===== src/rtl/serial_rate_pkg.sv =====
// Constants for the serial bit-rate generator and data buffer.
// Assumes an APB slave with 32-bit data and one aligned word per register.
// How it works
// - Data address reads received byte, writes transmit byte, separate stores.
// - Reset leaves both data bytes untouched.
// - One bit-rate enable clocks both receiver and transmitter.
// - No LIN bits gives plain port; receive LIN detects 13 or 14 bits.
// - Transmit LIN alone generates 13 or 14 low bits per length select.
// - Both LIN bits detect 13/14 and generate 11/12 low bits.
// - Reset clears LIN bits, coarse, power-of-two, prescale and fine fields.
// - Coarse code 0..3 selects divisor 1, 3, 4 or 13.
// - Rate select code n divides by two to the power n.
// - Prescale code 0 bypasses; codes 1..7 divide by code plus one.
// - With prescale code 1..7, fine code inserts that many extra clocks per 32 prescaler outputs.
// - Bit rate is source over 64, coarse, power-of-two and prescale terms.
// - Source is bus clock or crystal clock, chosen by an outside bit.
// - Transmit byte moves to shifter; received bytes move into buffer.
package serial_rate_pkg;
    localparam logic [11:0] data_buffer_addr = 12'h018;
    localparam logic [11:0] rate_control_addr = 12'h01c;
    localparam logic [11:0] prescale_control_addr = 12'h020;
    // Bit positions in the rate and LIN control register
    localparam int lin_tx_bit = 7;
    localparam int lin_rx_bit = 6;
    localparam int coarse_lsb = 4;
    localparam int pow2_lsb = 0;
    // Bit positions in the prescaler register
    localparam int prescale_lsb = 5;
    localparam int fine_lsb = 0;
    localparam logic [7:0] control_reset = 8'h00;
    localparam logic [3:0] coarse_div_1 = 4'h1;
    localparam logic [3:0] coarse_div_3 = 4'h3;
    localparam logic [3:0] coarse_div_4 = 4'h4;
    localparam logic [3:0] coarse_div_13 = 4'hd;
    localparam logic [5:0] oversample_div = 6'h3f; // 64 minus one
    localparam logic [4:0] break_bits_11 = 5'h0b;
    localparam logic [4:0] break_bits_12 = 5'h0c;
    localparam logic [4:0] break_bits_13 = 5'h0d;
    localparam logic [4:0] break_bits_14 = 5'h0e;
endpackage


===== src/rtl/serial_rate_buffer.sv =====
// Serial data buffer, bit-rate divider chain and LIN break-length control.
// Assumes an APB master on clock and shift registers on the same clock.
`timescale 1ns/1ps
module serial_rate_buffer
    import serial_rate_pkg::*;
(
    // Clock and reset
    input wire logic clock,
    input wire logic sys_rst,
    // APB slave
    input wire logic psel,
    input wire logic penable,
    input wire logic pwrite,
    input wire logic [11:0] paddr,
    input wire logic [31:0] pwdata,
    output logic [31:0] prdata,
    output logic pready,
    output logic pslverr,
    // Clock source
    input wire logic crystal_clock_tick,
    input wire logic rate_clock_source_select,
    // Shift register side
    input wire logic tx_shift_load,
    input wire logic rx_shift_done,
    input wire logic [7:0] rx_shift_byte,
    input wire logic long_char_select,
    output logic [7:0] tx_shift_byte,
    output logic bit_rate_tick,
    output logic lin_rx_break_select,
    output logic lin_tx_break_select,
    output logic [4:0] rx_break_bits,
    output logic [4:0] tx_break_bits
);
    logic [7:0] rx_byte, next_rx_byte;
    logic [7:0] tx_byte, next_tx_byte;
    logic [7:0] rate_ctl, next_rate_ctl;
    logic [7:0] psc_ctl, next_psc_ctl;
    logic [31:0] next_prdata;
    logic next_pslverr;
    logic setup, access, wr, mapped, next_pready;

    // Coarse prescaler divisor lookup
    function automatic logic [3:0] coarse_div(input logic [1:0] code);
        unique case (code)
            2'h0: coarse_div = coarse_div_1;
            2'h1: coarse_div = coarse_div_3;
            2'h2: coarse_div = coarse_div_4;
            2'h3: coarse_div = coarse_div_13;
        endcase
    endfunction

    // APB decode; the answer is built in the setup cycle so that it is
    // registered by the edge that opens the access cycle and stands there
    assign setup = psel && !penable;
    assign access = psel && penable;
    assign wr = access && pwrite;
    assign mapped = paddr == data_buffer_addr ||
        paddr == rate_control_addr || paddr == prescale_control_addr;

    // Register next values
    always_comb
    begin
        next_rx_byte = rx_byte;
        next_tx_byte = tx_byte;
        next_rate_ctl = rate_ctl;
        next_psc_ctl = psc_ctl;
        next_prdata = 32'h0;
        next_pready = setup;
        next_pslverr = setup && !mapped;
        if (rx_shift_done)
        begin
            next_rx_byte = rx_shift_byte;
        end
        // Writes land on the access edge; unmapped ones are dropped
        if (wr)
        begin
            unique case (paddr)
                data_buffer_addr: next_tx_byte = pwdata[7:0];
                rate_control_addr: next_rate_ctl = pwdata[7:0];
                prescale_control_addr: next_psc_ctl = pwdata[7:0];
                default: next_psc_ctl = psc_ctl;
            endcase
        end
        // Read data is fetched in setup, so a byte arriving during the
        // access cycle is seen by the next read, not this one
        if (setup && !pwrite)
        begin
            unique case (paddr)
                data_buffer_addr: next_prdata = {24'h0, rx_byte};
                rate_control_addr: next_prdata = {24'h0, rate_ctl};
                prescale_control_addr: next_prdata = {24'h0, psc_ctl};
                default: next_prdata = 32'h0;
            endcase
        end
        if (sys_rst)
        begin
            next_rate_ctl = control_reset;
            next_psc_ctl = control_reset;
        end
    end

    // Data bytes carry no reset
    always_ff @(posedge clock)
    begin
        rx_byte <= next_rx_byte;
        tx_byte <= next_tx_byte;
        rate_ctl <= next_rate_ctl;
        psc_ctl <= next_psc_ctl;
    end

    // APB answer registers, ready in the access cycle
    always_ff @(posedge clock)
    begin
        if (sys_rst)
        begin
            prdata <= 32'h0;
            pready <= 1'b0;
            pslverr <= 1'b0;
        end
        else
        begin
            prdata <= next_prdata;
            pready <= next_pready;
            pslverr <= next_pslverr;
        end
    end

    // Field views
    logic [1:0] coarse_code;
    logic [2:0] pow2_code;
    logic [2:0] psc_code;
    logic [4:0] fine_code;
    assign coarse_code = rate_ctl[coarse_lsb +: 2];
    assign pow2_code = rate_ctl[pow2_lsb +: 3];
    assign psc_code = psc_ctl[prescale_lsb +: 3];
    assign fine_code = psc_ctl[fine_lsb +: 5];

    // Source select and fractional prescaler
    logic src_tick;
    logic [3:0] psc_cnt, next_psc_cnt;
    logic [4:0] frame_cnt, next_frame_cnt;
    logic stretch, next_stretch;
    logic psc_tick;
    // Bus clock counts every cycle; the crystal comes as a one-cycle enable
    assign src_tick = rate_clock_source_select ? crystal_clock_tick : 1'b1;

    always_comb
    begin
        next_psc_cnt = psc_cnt;
        next_frame_cnt = frame_cnt;
        next_stretch = stretch;
        psc_tick = 1'b0;
        if (src_tick)
        begin
            if (psc_code == 3'h0)
            begin
                psc_tick = 1'b1;
                next_psc_cnt = 4'h0;
            end
            else if (psc_cnt >= {1'b0, psc_code} + {3'h0, stretch})
            begin
                psc_tick = 1'b1;
                next_psc_cnt = 4'h0;
                next_frame_cnt = frame_cnt + 5'h1;
                // Insert one extra clock when fine*pos/32 steps up
                next_stretch = fine_mark(frame_cnt + 5'h1, fine_code);
            end
            else
            begin
                next_psc_cnt = psc_cnt + 4'h1;
            end
        end
    end

    // True on frame slots where the running fine*k/32 sum crosses a step
    function automatic logic fine_mark(input logic [4:0] k,
                                       input logic [4:0] f);
        logic [9:0] a;
        logic [9:0] b;
        a = 10'({5'h0, k} * {5'h0, f});
        b = 10'(({5'h0, k} + 10'h1) * {5'h0, f});
        fine_mark = (a[9:5] != b[9:5]);
    endfunction

    // Coarse, oversample and power-of-two chain
    logic [3:0] crs_cnt, next_crs_cnt;
    logic [5:0] os_cnt, next_os_cnt;
    logic [6:0] p2_cnt, next_p2_cnt;
    logic next_rate_tick;
    always_comb
    begin
        next_crs_cnt = crs_cnt;
        next_os_cnt = os_cnt;
        next_p2_cnt = p2_cnt;
        next_rate_tick = 1'b0;
        if (psc_tick)
        begin
            if (crs_cnt >= coarse_div(coarse_code) - 4'h1)
            begin
                next_crs_cnt = 4'h0;
                if (os_cnt == oversample_div)
                begin
                    next_os_cnt = 6'h0;
                    if (p2_cnt >= 7'((8'h1 << pow2_code) - 8'h1))
                    begin
                        next_p2_cnt = 7'h0;
                        next_rate_tick = 1'b1;
                    end
                    else
                    begin
                        next_p2_cnt = p2_cnt + 7'h1;
                    end
                end
                else
                begin
                    next_os_cnt = os_cnt + 6'h1;
                end
            end
            else
            begin
                next_crs_cnt = crs_cnt + 4'h1;
            end
        end
    end

    // LIN break lengths
    logic [4:0] next_rx_break, next_tx_break;
    always_comb
    begin
        next_rx_break = long_char_select ? break_bits_14 : break_bits_13;
        if (rate_ctl[lin_rx_bit])
        begin
            next_tx_break = long_char_select ? break_bits_12 : break_bits_11;
        end
        else
        begin
            next_tx_break = long_char_select ? break_bits_14 : break_bits_13;
        end
    end

    // Divider and output registers
    always_ff @(posedge clock)
    begin
        if (sys_rst)
        begin
            psc_cnt <= 4'h0;
            frame_cnt <= 5'h0;
            stretch <= 1'b0;
            crs_cnt <= 4'h0;
            os_cnt <= 6'h0;
            p2_cnt <= 7'h0;
            bit_rate_tick <= 1'b0;
            lin_rx_break_select <= 1'b0;
            lin_tx_break_select <= 1'b0;
            rx_break_bits <= break_bits_13;
            tx_break_bits <= break_bits_13;
            tx_shift_byte <= 8'h0;
        end
        else
        begin
            psc_cnt <= next_psc_cnt;
            frame_cnt <= next_frame_cnt;
            stretch <= next_stretch;
            crs_cnt <= next_crs_cnt;
            os_cnt <= next_os_cnt;
            p2_cnt <= next_p2_cnt;
            bit_rate_tick <= next_rate_tick;
            lin_rx_break_select <= rate_ctl[lin_rx_bit];
            lin_tx_break_select <= rate_ctl[lin_tx_bit];
            rx_break_bits <= next_rx_break;
            tx_break_bits <= next_tx_break;
            if (tx_shift_load)
            begin
                tx_shift_byte <= tx_byte;
            end
        end
    end
endmodule


===== config.mk =====
export PLATFORM = sky130hd
export DESIGN_NAME = serial_rate_buffer
export DESIGN_NICKNAME = d
export VERILOG_FILES = /design/src/rtl/serial_rate_pkg.sv /design/src/rtl/serial_rate_buffer.sv
export SDC_FILE = /design/constraint.sdc
export NUM_CORES = 1
export LEC_CHECK = 0
export ABC_AREA = 1
export BUFFER_PORTS_ARGS = -buffer_cell sky130_fd_sc_hd__buf_4
export CORE_MARGIN = 10
export CORE_UTILIZATION = 40
export DETAILED_ROUTE_END_ITERATION = 10
export HOLD_SLACK_MARGIN = 0.03
export PLACE_DENSITY = 0.64
export SYNTH_ARGS = -nofsm -noshare
export SYNTH_HDL_FRONTEND = slang
export SYNTH_SLANG_ARGS = --single-unit

===== constraint.sdc =====
create_clock -name clock -period 14.2 [get_ports clock]
set_clock_uncertainty 0.15 [all_clocks]
set_input_delay 1.42 -clock clock [delete_from_list [all_inputs] [get_ports clock]]
set_output_delay 1.42 -clock clock [all_outputs]
set_load 0.01 [all_outputs]

Yosys cells after proc, flatten, opt, wreduce, memory -nomap -nowiden:

Cells that the tools add are included.

* word-level logic and storage cells: 83
* bits of input ports: 62
* memory bits (read-only): 0
* RAM bits: 0
* latch bits: 0
* memories kept: 0
* register bits: 114
* output and inout port bits: 55

* divide/modulo/power cells: 0
* equality and inequality tests: 8
* multiply operators: 2
* reductions and logical operators: 20
* shifts and indexed selects: 1
* $lt $le $gt $ge: 3
* multiplexer cells: 16
* bitwise operators: 5
* $add $sub $neg: 9

Operator list (number)
* $eq 12x5->1 const B: 2
* $pmux 8 s3: 1
* $mux 4: 4
* $pmux 4 s4: 1
* $eq 12x6->1 const B: 1
* $mul 5x5->10: 1
* $mul 6x5->10: 1
* $add 4x1->4 const B: 2
* $ge 4x4->1: 2
* $reduce_and 2->1: 4
* $add 7x1->7 const B: 1
* $ge 7x7->1: 1
* $mux 7: 1
* $shl 1x3->7 const A: 1
* $sub 7x1->7 const B: 1
* $add 5x1->6 const B: 1
* $add 6x1->6 const B: 1
* $eq 6x6->1 const B: 1
* $mux 3: 2
* $mux 6: 1
* $reduce_and 3->1: 2
* $add 5x1->5 const B: 1
* $logic_and 1x1->1: 5
* $mux 1: 5
* 13 further kinds: 21

Logic depth before layout (Yosys ltp):

* depth in word-level cells: 10
* mapped depth: 27
* mapped depth without buffers: 27

Worst setup path before layout:

OpenSTA, ideal clock, no wires.

* kind: reg2reg
* start: reg frame_cnt[0]
* end: reg stretch
* buffers on the path: 0
* required time: 13.933 ns
* library setup time: 0.117 ns
* clock period less this slack: 4.512 ns
* slack: 9.688 ns
* stages on the path, launching flop included: 25
* arrival: 4.245 ns
* path through: dfxtp_1 > ha_1 > or2_1 > nand2_1 > inv_1 > or2_2 > nand2_1 > inv_1 > nand2_1 > fa_1 > fa_1 > fa_1 > inv_1 > ha_1 > a21oi_1 > o21a_1 > nand2_1 > nand2_1 > nand2_1 > nand2_1 > nand2_1 > nor2_1 > nand3_1 > nor2_1 > nor2_1

* word-level cells in the longest chain between the ends: 4
* elaborated cells between the ends (all ways): 5
* classes of those cells: 2 x add/sub; 2 x mul; 1 x eq/ne

Ends and longest elaborated chain
* from (decl): line serial_rate_buffer.sv:141 `logic [4:0] frame_cnt, next_frame_cnt;`
* from (signal assigned): line serial_rate_buffer.sv:262 `frame_cnt <= next_frame_cnt;`
* $add 5x1->5 (*): line serial_rate_buffer.sv:166 `next_stretch = fine_mark(frame_cnt + 5'h1, fine_code);`
* $add 5x1->6: line serial_rate_buffer.sv:181 `b = 10'(({5'h0, k} + 10'h1) * {5'h0, f});`
* $mul 6x5->10: line serial_rate_buffer.sv:181
* $ne 5x5->1 (*): line serial_rate_buffer.sv:182 `fine_mark = (a[9:5] != b[9:5]);`
* to (signal assigned): line serial_rate_buffer.sv:263 `stretch <= next_stretch;`
* to (decl): line serial_rate_buffer.sv:142 `logic stretch, next_stretch;`

Every way passes the cells marked *; elsewhere a longest branch is shown, timed or not.
A chain may end at the register's enable or synchronous reset.

Worst setup path in the final report:

Same ends and word-level chain as after synthesis.

==> reports/metrics.cfg <==
[status]
status=finished clean

[floorplan]
coreArea_mm2=0.01404
start_util_pct=41.35
fp.dieArea_mm2=0.01974
die_w_um=140.5
rows=43
io_pins=117
die_h_um=140.5

[finish]
mostFrequentLayoutCell=nand2_1
seq_area_mm2=0.001842
final_cell_mix=nand2_1, inv_1, nor2_1
drive_above_1_share_pct=11.95
syn2layout_area_growth_pct=14.20
nNetsFinal=969
design_area_mm2=0.006631
multi_input_area_mm2=0.003272
n_antenna_cell=0
num-fill-cells=1424

[timing]
setup_viol_count_final=0
final_max_slew_viol_count=0
final.period_utilization_pct=38.82
worst_pin_slew_ps=676.0
fmax_mhz=181.4
setup-tns-final_ps=0
hold_viol_final=0
fin_crit_ps=5512
max_slew_margin_pct=54.77
grt_setup_unrepaired=false

[power_and_ir_drop]
ir_worst_vdd_mv=0.05902
power_density_mw_per_mm2=77.27
totalPowerFinal_mw=0.5124
p_leak_nw=3.360

[synthesis]
postSynthAreaPerCell_um2=7.551
yosys.area.top_type=dfxtp_1
ys_types=45
synth_seq_cells=84
yosys_warnings=0
synth-edff-count=16
yosys.area.top_type_share_pct=23.44
synth_area_mm2=0.005807
yosysSeqAreaShare_pct=31.72
synth_cells=769
ys.flop_type=dfxtp_1
synthTopCellsByArea=dfxtp_1, ha_1, nand2_1
async_reset_ff_share_pct=0

[worst_setup_path]
crit_type=reg2reg
slowest_delay_ps=630
critPathArrivalTime_ps=5580
endpoint_kind=flip-flop
path_buf_inv=5
crit_required_ps=14270
start_kind=flip-flop
crit_path_top_delay_cell=dfxtp_1
cp_common_cell=nand2_1
worstPathMaxFanout=13
critical_path.top_delay_family=adder cells

[global_routing]
grt_use_total_pct=13.17
grt_pass1_wl_um=22000
overflow=0
grt_antenna_before_repair=0
first_global_vias=4469
grt_start_max_net_pins=27

[route]
vias=4757
drt_first_pass_iters=4
dr.first_iter.drc_count=217
drc=0
wl_per_cell_um=12.90
drt-total-wl_um=13120
ant_nets=0
avgViaCountPerCell=4.677

[cts]
cts.reportedPaths.clkPinSlew_ps=60
ctsResizeCount=0
clockBufferDepth=2
htree_levels=3
numCtsBuffers=9
clk_latency_ps=330
cts.sinks=84
cts_tree=done
cts_hold_buf=0
post_cts_buffers=0
clockRootBuffer=clkbuf_16

[place]
placed_cell_area_mm2=0.006331
io_buffers=63
place_congestion=0.8363
dp_hpwl_um=10670

[worst_hold_path]
hp-class=reg2reg

[job]
drv_cap=0

-- routing by layer --
layer,up-vias,share of wire (%),global-route usage [%]
met2,86,47,21.11
li1,2522,-,-
met1,2142,47,17.30
met3,7,5.2,2.907
met5,-,0,0
met4,0,0.82,3.750
-- cell families after synthesis --
family                     synth area share [%]
adders and majority gates                 18.49
other                                    0.1293
and+or+nand+nor                           24.93
xor gates and xnor gates                  1.810
AOI/OAI and AO/OA                         9.244
DFF                                       31.72
buffers and inverters                     13.68
-- sequential cells by signal, summed over array words and instances (netlist names), 3 cells and up --
name,flops
tx_byte,8
os_cnt,6
tx_break_bits,3
crs_cnt,4
frame_cnt,5
rate_ctl,8
prdata,8
psc_cnt,4
psc_ctl,8
tx_shift_byte,8
rx_byte,8
p2_cnt,7
-- synthesized netlist by cell type, drive strengths merged (7+ instances only) --
master and count:
fa 18, buf 37, a211oi 9, nand2 171, o21ai 29, nand3b 7
ha 57, edfxtp 16, nor2 88, inv 135, dfxtp 68, nand4 8
nor3 9, o221ai 8, a21oi 40, nand3 34
-- tightest hold or removal path, cell delays in order (launching register included) --
cell,delay [ps]
dfxtp_1,320
inv_1,50
a21oi_1,50
-- stage by stage --
step / hold WS, ps / util [%] / std cells / setup slack (ps)
2_1_floorplan: 273.5 / - / 796 / 9688
3_3_place_gp: 309.7 / 45.09 / 1001 / 8729
3_5_place_dp: 300.8 / 45.09 / 1001 / 8740
4_1_cts: 315.2 / 47.22 / 1017 / 8713
5_1_grt: 337.6 / 47.22 / 1017 / 8203
6_report: 315.0 / 47.22 / 1017 / 8688
-- final timing paths --
kind	start	endpoint	slack [ps]	cells after the start
worst max-delay path	frame_cnt[0]$_SDFFE_PP0P_	stretch$_SDFFE_PP0P_	8690	25
worst min-delay path	rate_ctl[3]$_SDFFE_PP0P_	rate_ctl[3]$_SDFFE_PP0P_	310	2
worst max register to register	frame_cnt[0]$_SDFFE_PP0P_	stretch$_SDFFE_PP0P_	8690	25
worst min register to register	rate_ctl[3]$_SDFFE_PP0P_	rate_ctl[3]$_SDFFE_PP0P_	310	2
-- where the power goes --
part           switching (mW)  total [mW]  internal [mW]
combinational          0.0186      0.0318         0.0132
clock                  0.0991       0.231          0.132
sequential            0.00216       0.250          0.248
-- area by class of cell --
type | instances | area share (%)
inverter | 136 | 7.717
clock buffer | 10 | 3.774
timing repair buffer | 64 | 7.245
multi-input combinational | 537 | 49.34
tap | 180 | 3.396
sequential | 84 | 27.77
clock inverter | 6 | 0.7547
Note: power is estimated with default switching activity, not from simulation.
